===== src/verilog/sbpt_pkg.sv =====
// Constants shared by the sixteen-bit period timer and its input synchroniser.
// Assumes one system clock; the prescale counts below are in source ticks: clock cycles, gated cycles or pin edges.
package sbpt_pkg;
  localparam int          SBPT_WIDTH        = 16;
  localparam int          SBPT_PRE_WIDTH    = 8;
  localparam int          SBPT_SYNC_STAGES  = 2;
  // Prescale select encodings and their divide ratios.
  localparam logic [1:0]  SBPT_PS_DIV1      = 2'h0;
  localparam logic [1:0]  SBPT_PS_DIV8      = 2'h1;
  localparam logic [1:0]  SBPT_PS_DIV64     = 2'h2;
  localparam logic [1:0]  SBPT_PS_DIV256    = 2'h3;
  // Terminal value of the prescale counter for each ratio.
  localparam logic [7:0]  SBPT_PRE_LAST1    = 8'h00;
  localparam logic [7:0]  SBPT_PRE_LAST8    = 8'h07;
  localparam logic [7:0]  SBPT_PRE_LAST64   = 8'h3F;
  localparam logic [7:0]  SBPT_PRE_LAST256  = 8'hFF;
  // Values after reset.
  localparam logic [15:0] SBPT_COUNT_RESET  = 16'h0000;
  localparam logic [7:0]  SBPT_PRE_RESET    = 8'h00;
  // Control bit positions of the timer control word, kept for software images.
  localparam int          SBPT_BIT_TIMER_ON = 15;
  localparam int          SBPT_BIT_IDLE_STOP = 13;
  localparam int          SBPT_BIT_GATE_EN  = 6;
  localparam int          SBPT_BIT_PS_LO    = 4;
  localparam int          SBPT_BIT_SYNC_SEL = 2;
  localparam int          SBPT_BIT_CLK_SEL  = 1;
endpackage : sbpt_pkg


===== src/verilog/sbpt_sync.sv =====
// Two-flop level synchroniser for a pin that arrives from outside the clock domain.
// Assumes the pin is a plain level; only the last stage may be read by other logic.
`timescale 1ns/1ps
module sbpt_sync
  import sbpt_pkg::*;
#(
  parameter int W = 1
) (
  input  wire logic         clk,
  input  wire logic         rst,
  input  wire logic [W-1:0] async_in,
  output logic      [W-1:0] sync_out
);
  logic [W-1:0] meta_q;
  logic [W-1:0] meta_d;
  logic [W-1:0] sync_q;
  logic [W-1:0] sync_d;

  // The first stage feeds only the second stage.
  always_comb begin
    meta_d = async_in;
    sync_d = meta_q;
  end

  // Both stages clear on reset.
  always_ff @(posedge clk) begin
    if (rst) begin
      meta_q <= '0;
      sync_q <= '0;
    end else begin
      meta_q <= meta_d;
      sync_q <= sync_d;
    end
  end

  assign sync_out = sync_q;
endmodule : sbpt_sync


===== src/verilog/sbpt_timer.sv =====
// Sixteen-bit period timer: interval timer, synchronous or asynchronous counter.
// Assumes control bits are driven by same-clock logic; the pin and nothing else is synchronised.
// Functional notes
// - The block is a 16-bit up-counter usable as a real-time clock base or interval timer.
// - In timer mode it advances once per prescaled cycle to the period value, then wraps to zero.
// - In timer mode during idle it freezes when idle stop is set and resumes after idle.
// - In synchronous counter mode it advances on synchronised rising pin edges and wraps at the period.
// - In synchronous counter mode during idle it stops when idle stop is set and resumes after.
// - In asynchronous counter mode it advances on synchronised rising pin edges and wraps at the period.
// - In asynchronous counter mode entering idle stops it when idle stop is set.
// - A request is raised on a period match and on a falling edge of the gate pin.
// - With gating on, timer on and internal clock, it counts only while the gate pin is high.
// - A 1, 8, 64 or 256 prescaler clears on a count or control write while the timer is on, and on reset.
// - During sleep it runs only when on, on the external clock, and asynchronous.
// - A sticky match flag is set by hardware, cleared by software, and requests only when enabled.
`timescale 1ns/1ps
module sbpt_timer
  import sbpt_pkg::*;
#(
  parameter int WIDTH = SBPT_WIDTH
) (
  input  wire logic             CLOCK,
  input  wire logic             SYS_RST,
  input  wire logic             TIMER_ON,
  input  wire logic             IDLE_STOP,
  input  wire logic             GATE_ACCUMULATE_ENABLE,
  input  wire logic [1:0]       PRESCALE_SELECT,
  input  wire logic             EXTERNAL_SYNC_SELECT,
  input  wire logic             CLOCK_SOURCE_SELECT,
  input  wire logic             CONTROL_WRITE,
  input  wire logic             COUNT_WRITE,
  input  wire logic [WIDTH-1:0] COUNT_WDATA,
  input  wire logic [WIDTH-1:0] PERIOD_VALUE,
  input  wire logic             CPU_IDLE,
  input  wire logic             CPU_SLEEP,
  input  wire logic             EXTERNAL_CLOCK_GATE_PIN,
  input  wire logic             PERIOD_MATCH_IRQ_ENABLE,
  input  wire logic             FLAG_CLEAR,
  output logic      [WIDTH-1:0] COUNT_VALUE,
  output logic                  PERIOD_MATCH_FLAG,
  output logic                  MATCH_PULSE,
  output logic                  GATE_FALL_PULSE,
  output logic                  TIMER_IRQ
);
  logic             pin_sync;
  logic             pin_prev_q;
  logic             pin_prev_d;
  logic             pin_rise;
  logic             pin_fall;
  logic             gate_mode;
  logic             run;
  logic             raw_tick;
  logic             pre_tick;
  logic             pre_clear;
  logic             at_period;
  logic             match_ev;
  logic             gate_ev;
  logic [7:0]       pre_last;
  logic [7:0]       pre_q;
  logic [7:0]       pre_d;
  logic [WIDTH-1:0] count_q;
  logic [WIDTH-1:0] count_d;
  logic             flag_q;
  logic             flag_d;
  logic             match_q;
  logic             match_d;
  logic             gfall_q;
  logic             gfall_d;
  logic             irq_q;
  logic             irq_d;

  // The pin is read only after two flops.
  sbpt_sync #(
    .W        (1)
  ) u_pin_sync (
    .clk      (CLOCK),
    .rst      (SYS_RST),
    .async_in (EXTERNAL_CLOCK_GATE_PIN),
    .sync_out (pin_sync)
  );

  // Edge detection and the run condition for idle and sleep.
  always_comb begin
    pin_prev_d = pin_sync;
    pin_rise   = pin_sync & ~pin_prev_q;
    pin_fall   = ~pin_sync & pin_prev_q;
    gate_mode  = TIMER_ON & GATE_ACCUMULATE_ENABLE & ~CLOCK_SOURCE_SELECT;
    run        = TIMER_ON
               & ~(CPU_IDLE & IDLE_STOP)
               & ~(CPU_SLEEP & ~(CLOCK_SOURCE_SELECT & ~EXTERNAL_SYNC_SELECT));
  end

  // Source tick: instruction cycles, gated cycles, or rising pin edges.
  always_comb begin
    if (CLOCK_SOURCE_SELECT) begin
      raw_tick = run & pin_rise;
    end else if (GATE_ACCUMULATE_ENABLE) begin
      raw_tick = run & pin_sync;
    end else begin
      raw_tick = run;
    end
  end

  // Prescaler divides the source tick and clears on writes while the timer is on.
  always_comb begin
    unique case (PRESCALE_SELECT)
      SBPT_PS_DIV1:   pre_last = SBPT_PRE_LAST1;
      SBPT_PS_DIV8:   pre_last = SBPT_PRE_LAST8;
      SBPT_PS_DIV64:  pre_last = SBPT_PRE_LAST64;
      SBPT_PS_DIV256: pre_last = SBPT_PRE_LAST256;
    endcase
    pre_clear = TIMER_ON & (COUNT_WRITE | CONTROL_WRITE);
    pre_tick  = raw_tick & (pre_q >= pre_last) & ~pre_clear;
    if (pre_clear) begin
      pre_d = SBPT_PRE_RESET;
    end else if (raw_tick) begin
      pre_d = (pre_q >= pre_last) ? SBPT_PRE_RESET : pre_q + 8'h01;
    end else begin
      pre_d = pre_q;
    end
  end

  // Counter counts up to the period value, then wraps to zero.
  always_comb begin
    at_period = (count_q == PERIOD_VALUE);
    match_ev  = pre_tick & at_period & ~COUNT_WRITE;
    if (COUNT_WRITE) begin
      count_d = COUNT_WDATA;
    end else if (pre_tick) begin
      count_d = at_period ? SBPT_COUNT_RESET : count_q + 16'h0001;
    end else begin
      count_d = count_q;
    end
  end

  // Sticky flag: a new event wins over a clear in the same cycle.
  always_comb begin
    gate_ev = gate_mode & pin_fall;
    match_d = match_ev;
    gfall_d = gate_ev;
    if (match_ev | gate_ev) begin
      flag_d = 1'b1;
    end else if (FLAG_CLEAR) begin
      flag_d = 1'b0;
    end else begin
      flag_d = flag_q;
    end
    irq_d = flag_d & PERIOD_MATCH_IRQ_ENABLE;
  end

  // All state registers.
  always_ff @(posedge CLOCK) begin
    if (SYS_RST) begin
      pin_prev_q <= 1'b0;
      pre_q      <= SBPT_PRE_RESET;
      count_q    <= SBPT_COUNT_RESET;
      flag_q     <= 1'b0;
      match_q    <= 1'b0;
      gfall_q    <= 1'b0;
      irq_q      <= 1'b0;
    end else begin
      pin_prev_q <= pin_prev_d;
      pre_q      <= pre_d;
      count_q    <= count_d;
      flag_q     <= flag_d;
      match_q    <= match_d;
      gfall_q    <= gfall_d;
      irq_q      <= irq_d;
    end
  end

  assign COUNT_VALUE       = count_q;
  assign PERIOD_MATCH_FLAG = flag_q;
  assign MATCH_PULSE       = match_q;
  assign GATE_FALL_PULSE   = gfall_q;
  assign TIMER_IRQ         = irq_q;
endmodule : sbpt_timer


===== config.mk =====
export PLATFORM = sky130hd
export DESIGN_NAME = sbpt_timer
export DESIGN_NICKNAME = d
export VERILOG_FILES = /design/src/verilog/sbpt_pkg.sv /design/src/verilog/sbpt_sync.sv /design/src/verilog/sbpt_timer.sv
export SDC_FILE = /design/constraint.sdc
export NUM_CORES = 1
export LEC_CHECK = 0
export BUFFER_PORTS_ARGS = -buffer_cell sky130_fd_sc_hd__buf_4
export CORE_MARGIN = 8
export CORE_UTILIZATION = 45
export CTS_CLUSTER_SIZE = 24
export DETAILED_ROUTE_END_ITERATION = 10
export GPL_TIMING_DRIVEN = 0
export PLACE_DENSITY = 0.72
export SLEW_MARGIN = 20
export SYNTH_ARGS = -nofsm -noshare
export SYNTH_HDL_FRONTEND = slang
export SYNTH_SLANG_ARGS = --single-unit

===== constraint.sdc =====
create_clock -name CLOCK -period 2.6 [get_ports CLOCK]
set_input_delay 0.26 -clock CLOCK [delete_from_list [all_inputs] [get_ports CLOCK]]
set_output_delay 0.26 -clock CLOCK [all_outputs]
set_load 0.05 [all_outputs]

==> results of run 1 <==
==> layout by cell type (no fill, tap or decap), types with 3 or more instances in the layout <==
cell / count
inv_1: 7
o41a_1: 4
nand2_1: 22
a31oi_1: 5
clkbuf_1: 5
xor2_1: 6
a21oi_1: 14
buf_6: 3
o21ai_1: 9
nand4_1: 12
buf_4: 71
and3_1: 4
xnor2_1: 16
clkbuf_8: 6
mux2i_1: 4
o211ai_1: 10
dfxtp_1: 31
nand3_1: 7
ha_1: 8
o21ai_0: 7
o211ai_2: 4
nor2b_1: 6
nor4_1: 5
nor2_1: 21
==> power by group <==
group          switching (mW)  leakage [nW]  internal (mW)  total [mW]
clock network           0.190        0.0612          0.310       0.500
logic                   0.125         0.841          0.108       0.232
registers              0.0209         0.252          0.489       0.510
total                   0.336          1.15          0.906        1.24
==> layout make-up <==
class	instances	area (µm²)	area share, %
plain buffers	15	97.6	3.53
clock buffers	6	82.6	2.99
clock inverters	2	35.0	1.27
inverters	7	26.3	0.951
multi-input cells	193	1330	48.3
flip-flops and latches	31	621	22.5
well taps	52	65.1	2.35
repair buffers	67	503	18.2
==> final timing paths <==
kind / start / slack (ns) / endpoint / cells after the start
worst min register to register: u_pin_sync.meta_q / 0.45 / u_pin_sync.sync_out / 1
worst min-delay path: CLOCK_SOURCE_SELECT / 0.16 / GATE_FALL_PULSE / 2
worst max register to register: COUNT_VALUE[3] / 0.33 / COUNT_VALUE[9] / 7
worst max-delay path: COUNT_VALUE[3] / 0.33 / COUNT_VALUE[9] / 7
==> registers in the layout, summed over array words and instances, names as in the netlist <==
name	cells
COUNT_VALUE	16
pre_q	8
GATE_FALL_PULSE	1
MATCH_PULSE	1
PERIOD_MATCH_FLAG	1
TIMER_IRQ	1
pin_prev_q	1
u_pin_sync.meta_q	1
u_pin_sync.sync_out	1
==> metrics by stage <==
stage	util, %	cell area (µm²)
floorplan	-	2080
global placement	59.9	2650
detailed placement	59.9	2650
CTS	62.6	2760
global route	62.6	2760
finish	62.6	2760
==> logic make-up (layout without fill, tap and decap cells) <==
group / count (synthesis) / in the layout / share of synthesized area (%)
DFF: 31 / 31 / 29.9
and+or+nand+nor: 94 / 94 / 25.3
adders and majority gates: 8 / 8 / 4.82
buffers and inverters: 22 / 97 / 5.96
xor gates and xnor gates: 23 / 23 / 10.1
AOI/OAI and AO/OA: 64 / 64 / 22.0
muxes: 4 / 4 / 1.93
==> worst max-delay path: cells and delay by family (launching register included) <==
family / cells / cell delay [ns]
compound gates: 3 / 0.35
xor+xnor: 1 / 0.16
buf+inv: 1 / 0.24
flops: 1 / 0.49
simple gates: 2 / 0.91
==> synthesized netlist by cell type, types with 2 or more instances <==
cell,number,area share (%)
dfxtp_1,31,30
nand2_1,22,4.0
nor2_1,21,3.8
xnor2_1,16,6.7
a21oi_1,14,3.4
nand4_1,12,3.6
o211ai_1,10,3.6
o21ai_1,9,2.2
ha_1,8,4.8
inv_1,7,1.3
nand3_1,7,1.7
o21ai_0,7,1.7
nor2b_1,6,1.8
xor2_1,6,2.5
a31oi_1,5,1.5
clkbuf_1,5,0.90
nor4_1,5,1.5
and3_1,4,1.2
buf_4,4,1.4
mux2i_1,4,1.9
o211ai_2,4,2.4
o41a_1,4,2.2
buf_6,3,1.6
and3_2,2,0.72
buf_2,2,0.48
nand2b_1,2,0.60
nor3_1,2,0.48
nor4_4,2,2.0
nor4b_1,2,0.84
o32ai_1,2,0.84
==> metal layers <==
metal / routed length, µm / GRT usage, % / part of all wire, % / vias up
met2: 2930 / 28.6 / 48 / 86
met1: 2650 / 21.3 / 43 / 992
li1: - / - / - / 1058
met5: 0 / 0 / 0 / -
met4: 21 / 5.34 / 0.34 / 0
met3: 550 / 6.15 / 8.9 / 2
==> results.py, run 1 <==
metrics = {
    "status": {
        "outcome": "completed",
    },
    "final_layout": {
        "nets": 376,
        "n_antenna_cell": 0,
        "area_growth_pct": 33.0,
        "fillers": 408,
        "drive_above_1_share_pct": 30.8,
        "instances_no_fill": 373,
    },
    "sta": {
        "finalHoldViolations": 0,
        "fmax_mhz": 440,
        "holdWs_ns": 0.164,
        "setup_ws_ns": 0.327,
        "setup_viol": 0,
        "skew_ns": 0.00648,
        "rsz0062_at_grt": "no",
        "setup_tns_ns": 0,
        "slew_violations": 0,
        "finalCritPeriodShare_pct": 87.4,
        "maxSlewHeadroom_pct": 51.2,
        "period_needed_ns": 2.27,
        "max_slew.worst_pin.slew_ns": 0.726,
    },
    "synth": {
        "synth.yosys.seq_area_share_pct": 29.9,
        "ys_ff_latch": 31,
        "synth_edf_count": 0,
        "yosysWarnings": 0,
        "netlist_instances": 246,
        "synth.avg_cell_area_um2": 8.45,
        "ys.flop_type": "dfxtp_1",
        "ys_types": 48,
        "syn-num-nets": 302,
        "async_flop_share_pct": 0,
        "synth_area_um2": 2080,
    },
    "worst_setup_path": {
        "path_max_fanout": 10,
        "arrival_ns": 2.45,
        "worstPathRequired_ns": 2.78,
        "slowest_delay_ns": 0.72,
        "cp_slowest_cell": "nor4_4",
        "crit_path_end_kind": "register",
        "critPathLaunchType": "register",
        "crit_type": "reg -> reg",
        "crit_chain": "xnor2_1, nand4_1, nor4_4, buf_6, a31oi_1, o211ai_1, o21ai_1",
    },
    "global_routing": {
        "grt_pass1_wl_um": 10500,
        "grt_max_degree": 11,
        "grt_pass1_vias": 2182,
        "grt.total_usage_pct": 17.7,
        "grt_antenna_before_repair": 0,
        "grt.overflow.total": 0,
    },
    "run": {
        "maxCapViolCount": 0,
    },
    "clock_tree": {
        "cts_resized": 0,
        "h-tree-depth": 2,
        "clock_latency_ns": 0.29,
        "clockRootBuffer": "clkbuf_8",
        "cts_buffer_depth": 2,
        "post_cts.repair.setup_buffers": 0,
        "cts_made_buffers": 5,
        "clkTransAtPathRegs_ns": 0.07,
        "cts-hold-fix-buffers": 0,
        "cts.sinks": 31,
        "cts_tree": "built",
    },
    "routing": {
        "drt-total-wl_um": 6150,
        "first_pass_iters": 4,
        "vias_per_cell": 5.73,
        "drtAntennaViolNets": 0,
        "wire_per_inst_um": 16.5,
        "drt_iter0_drc": 237,
        "vias": 2138,
        "route.detailed.drc": 0,
    },
    "die": {
        "coreArea_um2": 4410,
        "io_pins": 68,
        "fp.dieArea_um2": 7050,
        "die_w_um": 84.0,
        "core.rowCount": 24,
        "initial_core_util_pct": 47.1,
        "die_h_um": 84.0,
    },
    "placed_design": {
        "pre_cts_slack_ns": 0.284,
        "place_inst": 365,
        "hpwlAfterDp_um": 4700,
        "io_buffers": 67,
        "gp_congestion": 0.886,
    },
    "worst_hold_path": {
        "hp-class": "in -> reg",
    },
    "power": {
        "peakVddDrop_mv": 0.414,
        "p_per_area_nw_per_um2": 449,
        "fin_total_pwr_mw": 1.24,
        "p_leak_nw": 1.15,
    },
}
No activity file was read; power rests on OpenSTA's default activity.
==> inputs of run 2 (changes only) <==
Settings changed: CORE_MARGIN 8 to 4, HOLD_SLACK_MARGIN set to 0.08, SYNTH_HIERARCHICAL set to 1.
==> run 2 against run 1 <==
Fmax up 0.51%; combinational power is 3% higher; global-route usage is 3.1 points higher; cell area decreased by 2.3%; area after synthesis fell by 1.3%; clock power is 28% lower; final cell count shrank 1.3%; core utilization is 1.0 points lower; sequential power barely moved; clock skew up 0.0041 ns; wire length shrank 10%; critical endpoint is now COUNT_VALUE[3]; highest routed layer unchanged.
==> results.py, run 2 <==
metrics = {
    "power": {
        "internal_power_uw": 790,
        "p_seq_share_pct": 45.9,
        "switching_share_pct": 29.1,
        "peakVddDrop_mv": 0.433,
        "p_leak_nw": 1.12,
        "p_per_area_nw_per_um2": 412,
        "power_frac_comb_pct": 21.6,
        "clockPowerShare_pct": 32.5,
        "p_sw_uw": 324,
    },
    "synth": {
        "synth.avg_cell_area_um2": 8.51,
        "synth_top_cell_by_area": "dfxtp_1",
        "ys_types": 52,
        "synth_area_um2": 2050,
        "yosysWarnings": 6,
        "synth.top_cell.area_share_pct": 30.3,
        "async_flop_share_pct": 0,
        "netlist_instances": 241,
        "ys_top_cells_by_area": "dfxtp_1 30%, xnor2_1 7.3%, nand2_1 4.9%",
        "synthTopCellsByCount": "31 x dfxtp_1, 27 x nand2_1, 17 x nor2_1, 17 x xnor2_1, 11 x o21ai_0",
        "synth.yosys.seq_area_share_pct": 30.3,
        "synth_edf_count": 0,
        "syn-num-nets": 297,
        "ys.flop_type": "dfxtp_1",
        "ys_ff_latch": 31,
        "yosysMostFrequentCell": "dfxtp_1",
    },
    "final_layout": {
        "largest_reg_flops": 16,
        "register_area_um2": 621,
        "nets": 371,
        "final_cell_mix": "69 x buf_4, 31 x dfxtp_1, 27 x nand2_1",
        "drive_above_1_share_pct": 29.7,
        "fillers": 402,
        "area_growth_pct": 31.7,
        "layout_commonest_cell": "buf_4",
        "n_antenna_cell": 0,
        "final_core_util_pct": 61.6,
        "instances_no_fill": 368,
        "multiInputGateArea_um2": 1340,
    },
    "clock_tree": {
        "h-tree-depth": 2,
        "post_cts.repair.setup_buffers": 0,
        "cts_tree": "built",
        "cts_made_buffers": 5,
        "cts_resized": 0,
        "cts.sinks": 31,
        "clockRootBuffer": "clkbuf_8",
        "clkTransAtPathRegs_ns": 0.06,
        "cts-hold-fix-buffers": 0,
        "clock_latency_ns": 0.29,
        "cts_buffer_depth": 2,
    },
    "status": {
        "outcome": "completed",
    },
    "routing": {
        "drt_iter0_drc": 130,
        "first_pass_iters": 4,
        "drt-total-wl_um": 5540,
        "drtAntennaViolNets": 0,
        "vias_per_cell": 5.63,
        "wire_per_inst_um": 15.0,
        "route.detailed.drc": 0,
        "vias": 2073,
    },
    "worst_setup_path": {
        "path_max_fanout": 10,
        "arrival_ns": 2.48,
        "crit_path_end_kind": "register",
        "critPathLaunchType": "register",
        "crit_type": "reg -> reg",
        "crit_chain": "ha_1, nand4_2, nor3_4, o211ai_4, a21oi_1, a32o_1",
        "worstPathRequired_ns": 2.82,
        "crit_family": "compound AO/OA/AOI/OAI gates",
        "slowest_delay_ns": 0.64,
        "path_buf_inv": 0,
        "cp_slowest_cell": "a21oi_1",
        "r2r_setup_slack_ns": 0.34,
    },
    "global_routing": {
        "grt_max_degree": 11,
        "grt.total_usage_pct": 20.7,
        "grt_antenna_before_repair": 0,
        "grt_pass1_vias": 1915,
        "grt.overflow.total": 0,
        "grt_pass1_wl_um": 9080,
    },
    "placed_design": {
        "io_buffers": 67,
        "place_inst": 360,
        "hpwlAfterDp_um": 4320,
        "gp_congestion": 0.827,
    },
    "sta": {
        "finalHoldViolations": 0,
        "max_slew.worst_pin.slew_ns": 0.737,
        "setup_tns_ns": 0,
        "period_needed_ns": 2.26,
        "slew_violations": 0,
        "rsz0062_at_grt": "no",
        "maxSlewHeadroom_pct": 50.9,
        "setup_viol": 0,
        "skew_ns": 0.0106,
        "finalCritPeriodShare_pct": 87.0,
        "fmax_mhz": 442,
    },
    "die": {
        "coreArea_um2": 4380,
        "io_pins": 68,
        "die_w_um": 75.5,
        "core.rowCount": 24,
        "die_h_um": 75.5,
        "fp.dieArea_um2": 5700,
        "initial_core_util_pct": 46.8,
    },
    "run": {
        "maxCapViolCount": 0,
    },
    "worst_hold_path": {
        "hp-class": "in -> reg",
    },
}
-- run 2: cell count changes in the layout (fill, tap and decap cells not counted), sizes merged, moves of 4 or more --
cell	change
nand2	+5
a31oi	-5
a32o	+7
nor4	-4
o41ai	+7
nor2	-4
o41a	-4
o211ai	-11
a21oi	-6
nor3	+6
o21ai	-6
-- run 2: layout make-up --
class | instances | area share [%]
clock inverter | 1 | 0.185
timing repair buffer | 67 | 18.6
inverter | 9 | 1.25
sequential | 31 | 23.0
multi-input combinational | 189 | 49.6
clock buffer | 7 | 2.83
tap | 52 | 2.41
buffer | 12 | 2.13
-- run 2: logic make-up (layout without fill, tap and decap cells) --
family	after synthesis	after routing	synth area share, %
flip-flops	31	31	30.3
AND/OR/NAND/NOR	99	99	26.8
AO/OA/AOI/OAI	57	57	22.8
buffers and inverters	21	96	4.45
multiplexers	1	1	0.488
XOR/XNOR	24	24	10.3
adder cells (fa/ha/maj)	8	8	4.88
-- run 2: worst reg2reg max path: stages, from the launching register on --
cell	delay (ns)
dfxtp_1	0.34
ha_1	0.34
nand4_2	0.16
nor3_4	0.31
o211ai_4	0.18
a21oi_1	0.64
a32o_1	0.22
-- run 2: power by group through the flow --
| stage | sequential, mW | combinational [mW] | clock [mW] |
|---|---|---|---|
| 2_1_floorplan | 0.559 | 0.0982 | 0 |
| 6_report | 0.511 | 0.240 | 0.362 |
| 3_5_place_dp | 0.521 | 0.241 | 0 |
| 3_3_place_gp | 0.522 | 0.238 | 0 |
| 5_1_grt | 0.514 | 0.261 | 0.391 |
| 4_1_cts | 0.511 | 0.242 | 0.371 |
-- run 2: final timing paths --
kind                                              start                  end  cells past startpoint
worst max-delay path                           pre_q[6]       COUNT_VALUE[3]                      6
worst min-delay path            PERIOD_MATCH_IRQ_ENABLE            TIMER_IRQ                      2
worst max register to register                 pre_q[6]       COUNT_VALUE[3]                      6
worst min register to register        u_pin_sync/meta_q  u_pin_sync/sync_out                      1
-- run 2: metal layers --
| metal | vias up | GRT usage, % | part of all wire, % |
|---|---|---|---|
| li1 | 1044 | - | - |
| met1 | 951 | 27.4 | 44 |
| met2 | 70 | 33.6 | 47 |
| met3 | 8 | 4.88 | 7.8 |
| met4 | 0 | 6.41 | 1.2 |
| met5 | - | 0 | 0 |
-- run 2: through the flow --
step	cell area (µm²)	total power [mW]	hold slack (ns)	worst slack (ns)
6_report	2700	1.11	0.181	0.339
5_1_grt	2700	1.17	0.179	0.193
4_1_cts	2700	1.12	0.170	0.370
3_5_place_dp	2620	0.762	0.434	0.283
3_3_place_gp	2620	0.760	0.432	0.296
2_1_floorplan	2050	0.657	0.332	0.362
==> inputs of run 3 (changes only) <==
Settings changed: CORE_ASPECT_RATIO set to 0.75.
==> run 3 against run 2 <==
Clock power increased by 1%; critical path type unchanged; sequential share of layout area about the same; setup slack got worse by 0.029 ns; highest routed layer unchanged; critical endpoint is now COUNT_VALUE[4]; die area increased by 0.20%; wire length increased by 5.4%; final cell count increased by 0.82%; power increased by 0.54%; register-to-register slack got worse by 0.03 ns.
==> results.py, run 3 (same netlist as run 2, synthesis figures left out) <==
metrics = {
    "worst_hold_path": {
        "hp-class": "in -> reg",
        "hp-start": "PERIOD_MATCH_IRQ_ENABLE",
    },
    "global_routing": {
        "grt_antenna_before_repair": 0,
        "grt.overflow.total": 0,
        "grt_pass1_wl_um": 9490,
        "grt_max_degree": 11,
        "grt_pass1_vias": 1973,
        "grt.total_usage_pct": 21.1,
    },
    "placed_design": {
        "place_area_um2": 2620,
        "gp_congestion": 0.879,
        "pre_cts_slack_ns": 0.213,
        "io_buffers": 67,
        "hpwlAfterDp_um": 4540,
    },
    "final_layout": {
        "area_growth_pct": 31.8,
        "n_antenna_cell": 0,
        "fillers": 394,
        "layout_commonest_cell": "buf_4",
        "finalInstanceArea_um2": 2700,
        "largest_reg_flops": 16,
        "final_cell_mix": "69 x buf_4, 31 x dfxtp_1, 27 x nand2_1",
        "nets": 371,
        "drive_above_1_share_pct": 29.7,
    },
    "clock_tree": {
        "post_cts.repair.setup_buffers": 0,
        "cts.sinks": 31,
        "cts-hold-fix-buffers": 0,
        "clockRootBuffer": "clkbuf_8",
        "clock_latency_ns": 0.28,
        "clkTransAtPathRegs_ns": 0.07,
        "cts_buffer_depth": 2,
        "h-tree-depth": 2,
        "cts_made_buffers": 5,
        "cts_tree": "built",
        "cts_resized": 0,
    },
    "routing": {
        "wire_per_inst_um": 15.7,
        "drt-total-wl_um": 5840,
        "vias": 2112,
        "drt_iter0_drc": 155,
        "vias_per_cell": 5.69,
        "first_pass_iters": 4,
        "drtAntennaViolNets": 0,
        "route.detailed.drc": 0,
    },
    "worst_setup_path": {
        "arrival_ns": 2.46,
        "crit_top_cell": "a21oi_1",
        "crit_type": "reg -> reg",
        "critPathLaunchType": "register",
        "startpoint": "pre_q[6]",
        "crit_chain": "ha_1, a21o_1, a21oi_1, o211ai_2, o211ai_4, a21oi_1, a32o_1",
        "r2r-start": "pre_q[6]",
        "worstPathRequired_ns": 2.77,
        "crit_family": "compound AO/OA/AOI/OAI gates",
        "cp_slowest_cell": "ha_1",
        "path_max_fanout": 10,
        "path_buf_inv": 0,
        "crit_path_end_kind": "register",
        "slowest_delay_ns": 0.35,
    },
    "sta": {
        "rsz0062_at_grt": "no",
        "fmax_mhz": 437,
        "setup_viol": 0,
        "period_needed_ns": 2.29,
        "maxSlewHeadroom_pct": 50.0,
        "finalHoldViolations": 0,
        "setup_tns_ns": 0,
        "slew_violations": 0,
        "finalCritPeriodShare_pct": 88.1,
        "max_slew.worst_pin.slew_ns": 0.750,
        "skew_ns": 0.00642,
        "setup_ws_ns": 0.310,
    },
    "power": {
        "peakVddDrop_mv": 0.356,
        "p_leak_nw": 1.12,
        "p_per_area_nw_per_um2": 414,
    },
    "die": {
        "io_pins": 68,
        "core.rowCount": 20,
        "initial_core_util_pct": 48.5,
        "fp.dieArea_um2": 5710,
        "coreArea_um2": 4230,
        "die_w_um": 86.0,
        "die_h_um": 66.5,
    },
    "run": {
        "maxCapViolCount": 0,
    },
    "status": {
        "outcome": "completed",
    },
}
## run 3: cell counts in the layout (fill, tap and decap cells not counted)
Identical to the previous run, type by type.
## run 3: power breakdown
part	switching [mW]	leakage, nW	internal [mW]
sequential	0.0219	0.253	0.490
combinational	0.129	0.826	0.113
clock	0.178	0.0422	0.188
## run 3: final cells by class
type | instances | area (µm²) | share of cell area, %
well taps | 55 | 68.8 | 2.55
inverters | 9 | 33.8 | 1.25
plain buffers | 12 | 57.6 | 2.13
flip-flops and latches | 31 | 621 | 23.0
clock inverters | 1 | 5.00 | 0.185
repair buffers | 67 | 503 | 18.6
multi-input cells | 189 | 1340 | 49.5
clock buffers | 7 | 76.3 | 2.82
## run 3: worst paths after layout
path,to,slack [ns],depth (start not counted)
worst max-delay path,COUNT_VALUE[4],0.31,7
worst min-delay path,TIMER_IRQ,0.19,2
worst max register to register,COUNT_VALUE[4],0.31,7
worst min register to register,u_pin_sync/sync_out,0.44,1
## run 3: routing by layer
| layer | part of all wire, % | track usage [%] | vias to the layer above | wire length (µm) |
|---|---|---|---|---|
| met4 | 0.69 | 5.73 | 0 | 40 |
| li1 | - | - | 1044 | - |
| met2 | 41 | 29.6 | 83 | 2390 |
| met5 | 0 | 0 | - | 0 |
| met1 | 49 | 31.0 | 978 | 2840 |
| met3 | 9.6 | 5.69 | 7 | 562 |
## run 3: metrics by stage
step / util, % / total power [mW] / hold WS (ns) / cells
6_report: 63.9 / 1.12 / 0.190 / 371
5_1_grt: 63.9 / 1.17 / 0.184 / 371
4_1_cts: 63.9 / 1.13 / 0.183 / 371
3_5_place_dp: 62.0 / 0.763 / 0.430 / 363
3_3_place_gp: 62.0 / 0.760 / 0.431 / 363
2_1_floorplan: - / 0.657 / 0.332 / 241
## run 3: worst reg2reg max path, cell delays in order (launching register included)
cell and delay, ns:
dfxtp_1 0.34, ha_1 0.35, a21o_1 0.19, a21oi_1 0.19, o211ai_2 0.18, o211ai_4 0.33, a21oi_1 0.31, a32o_1 0.30
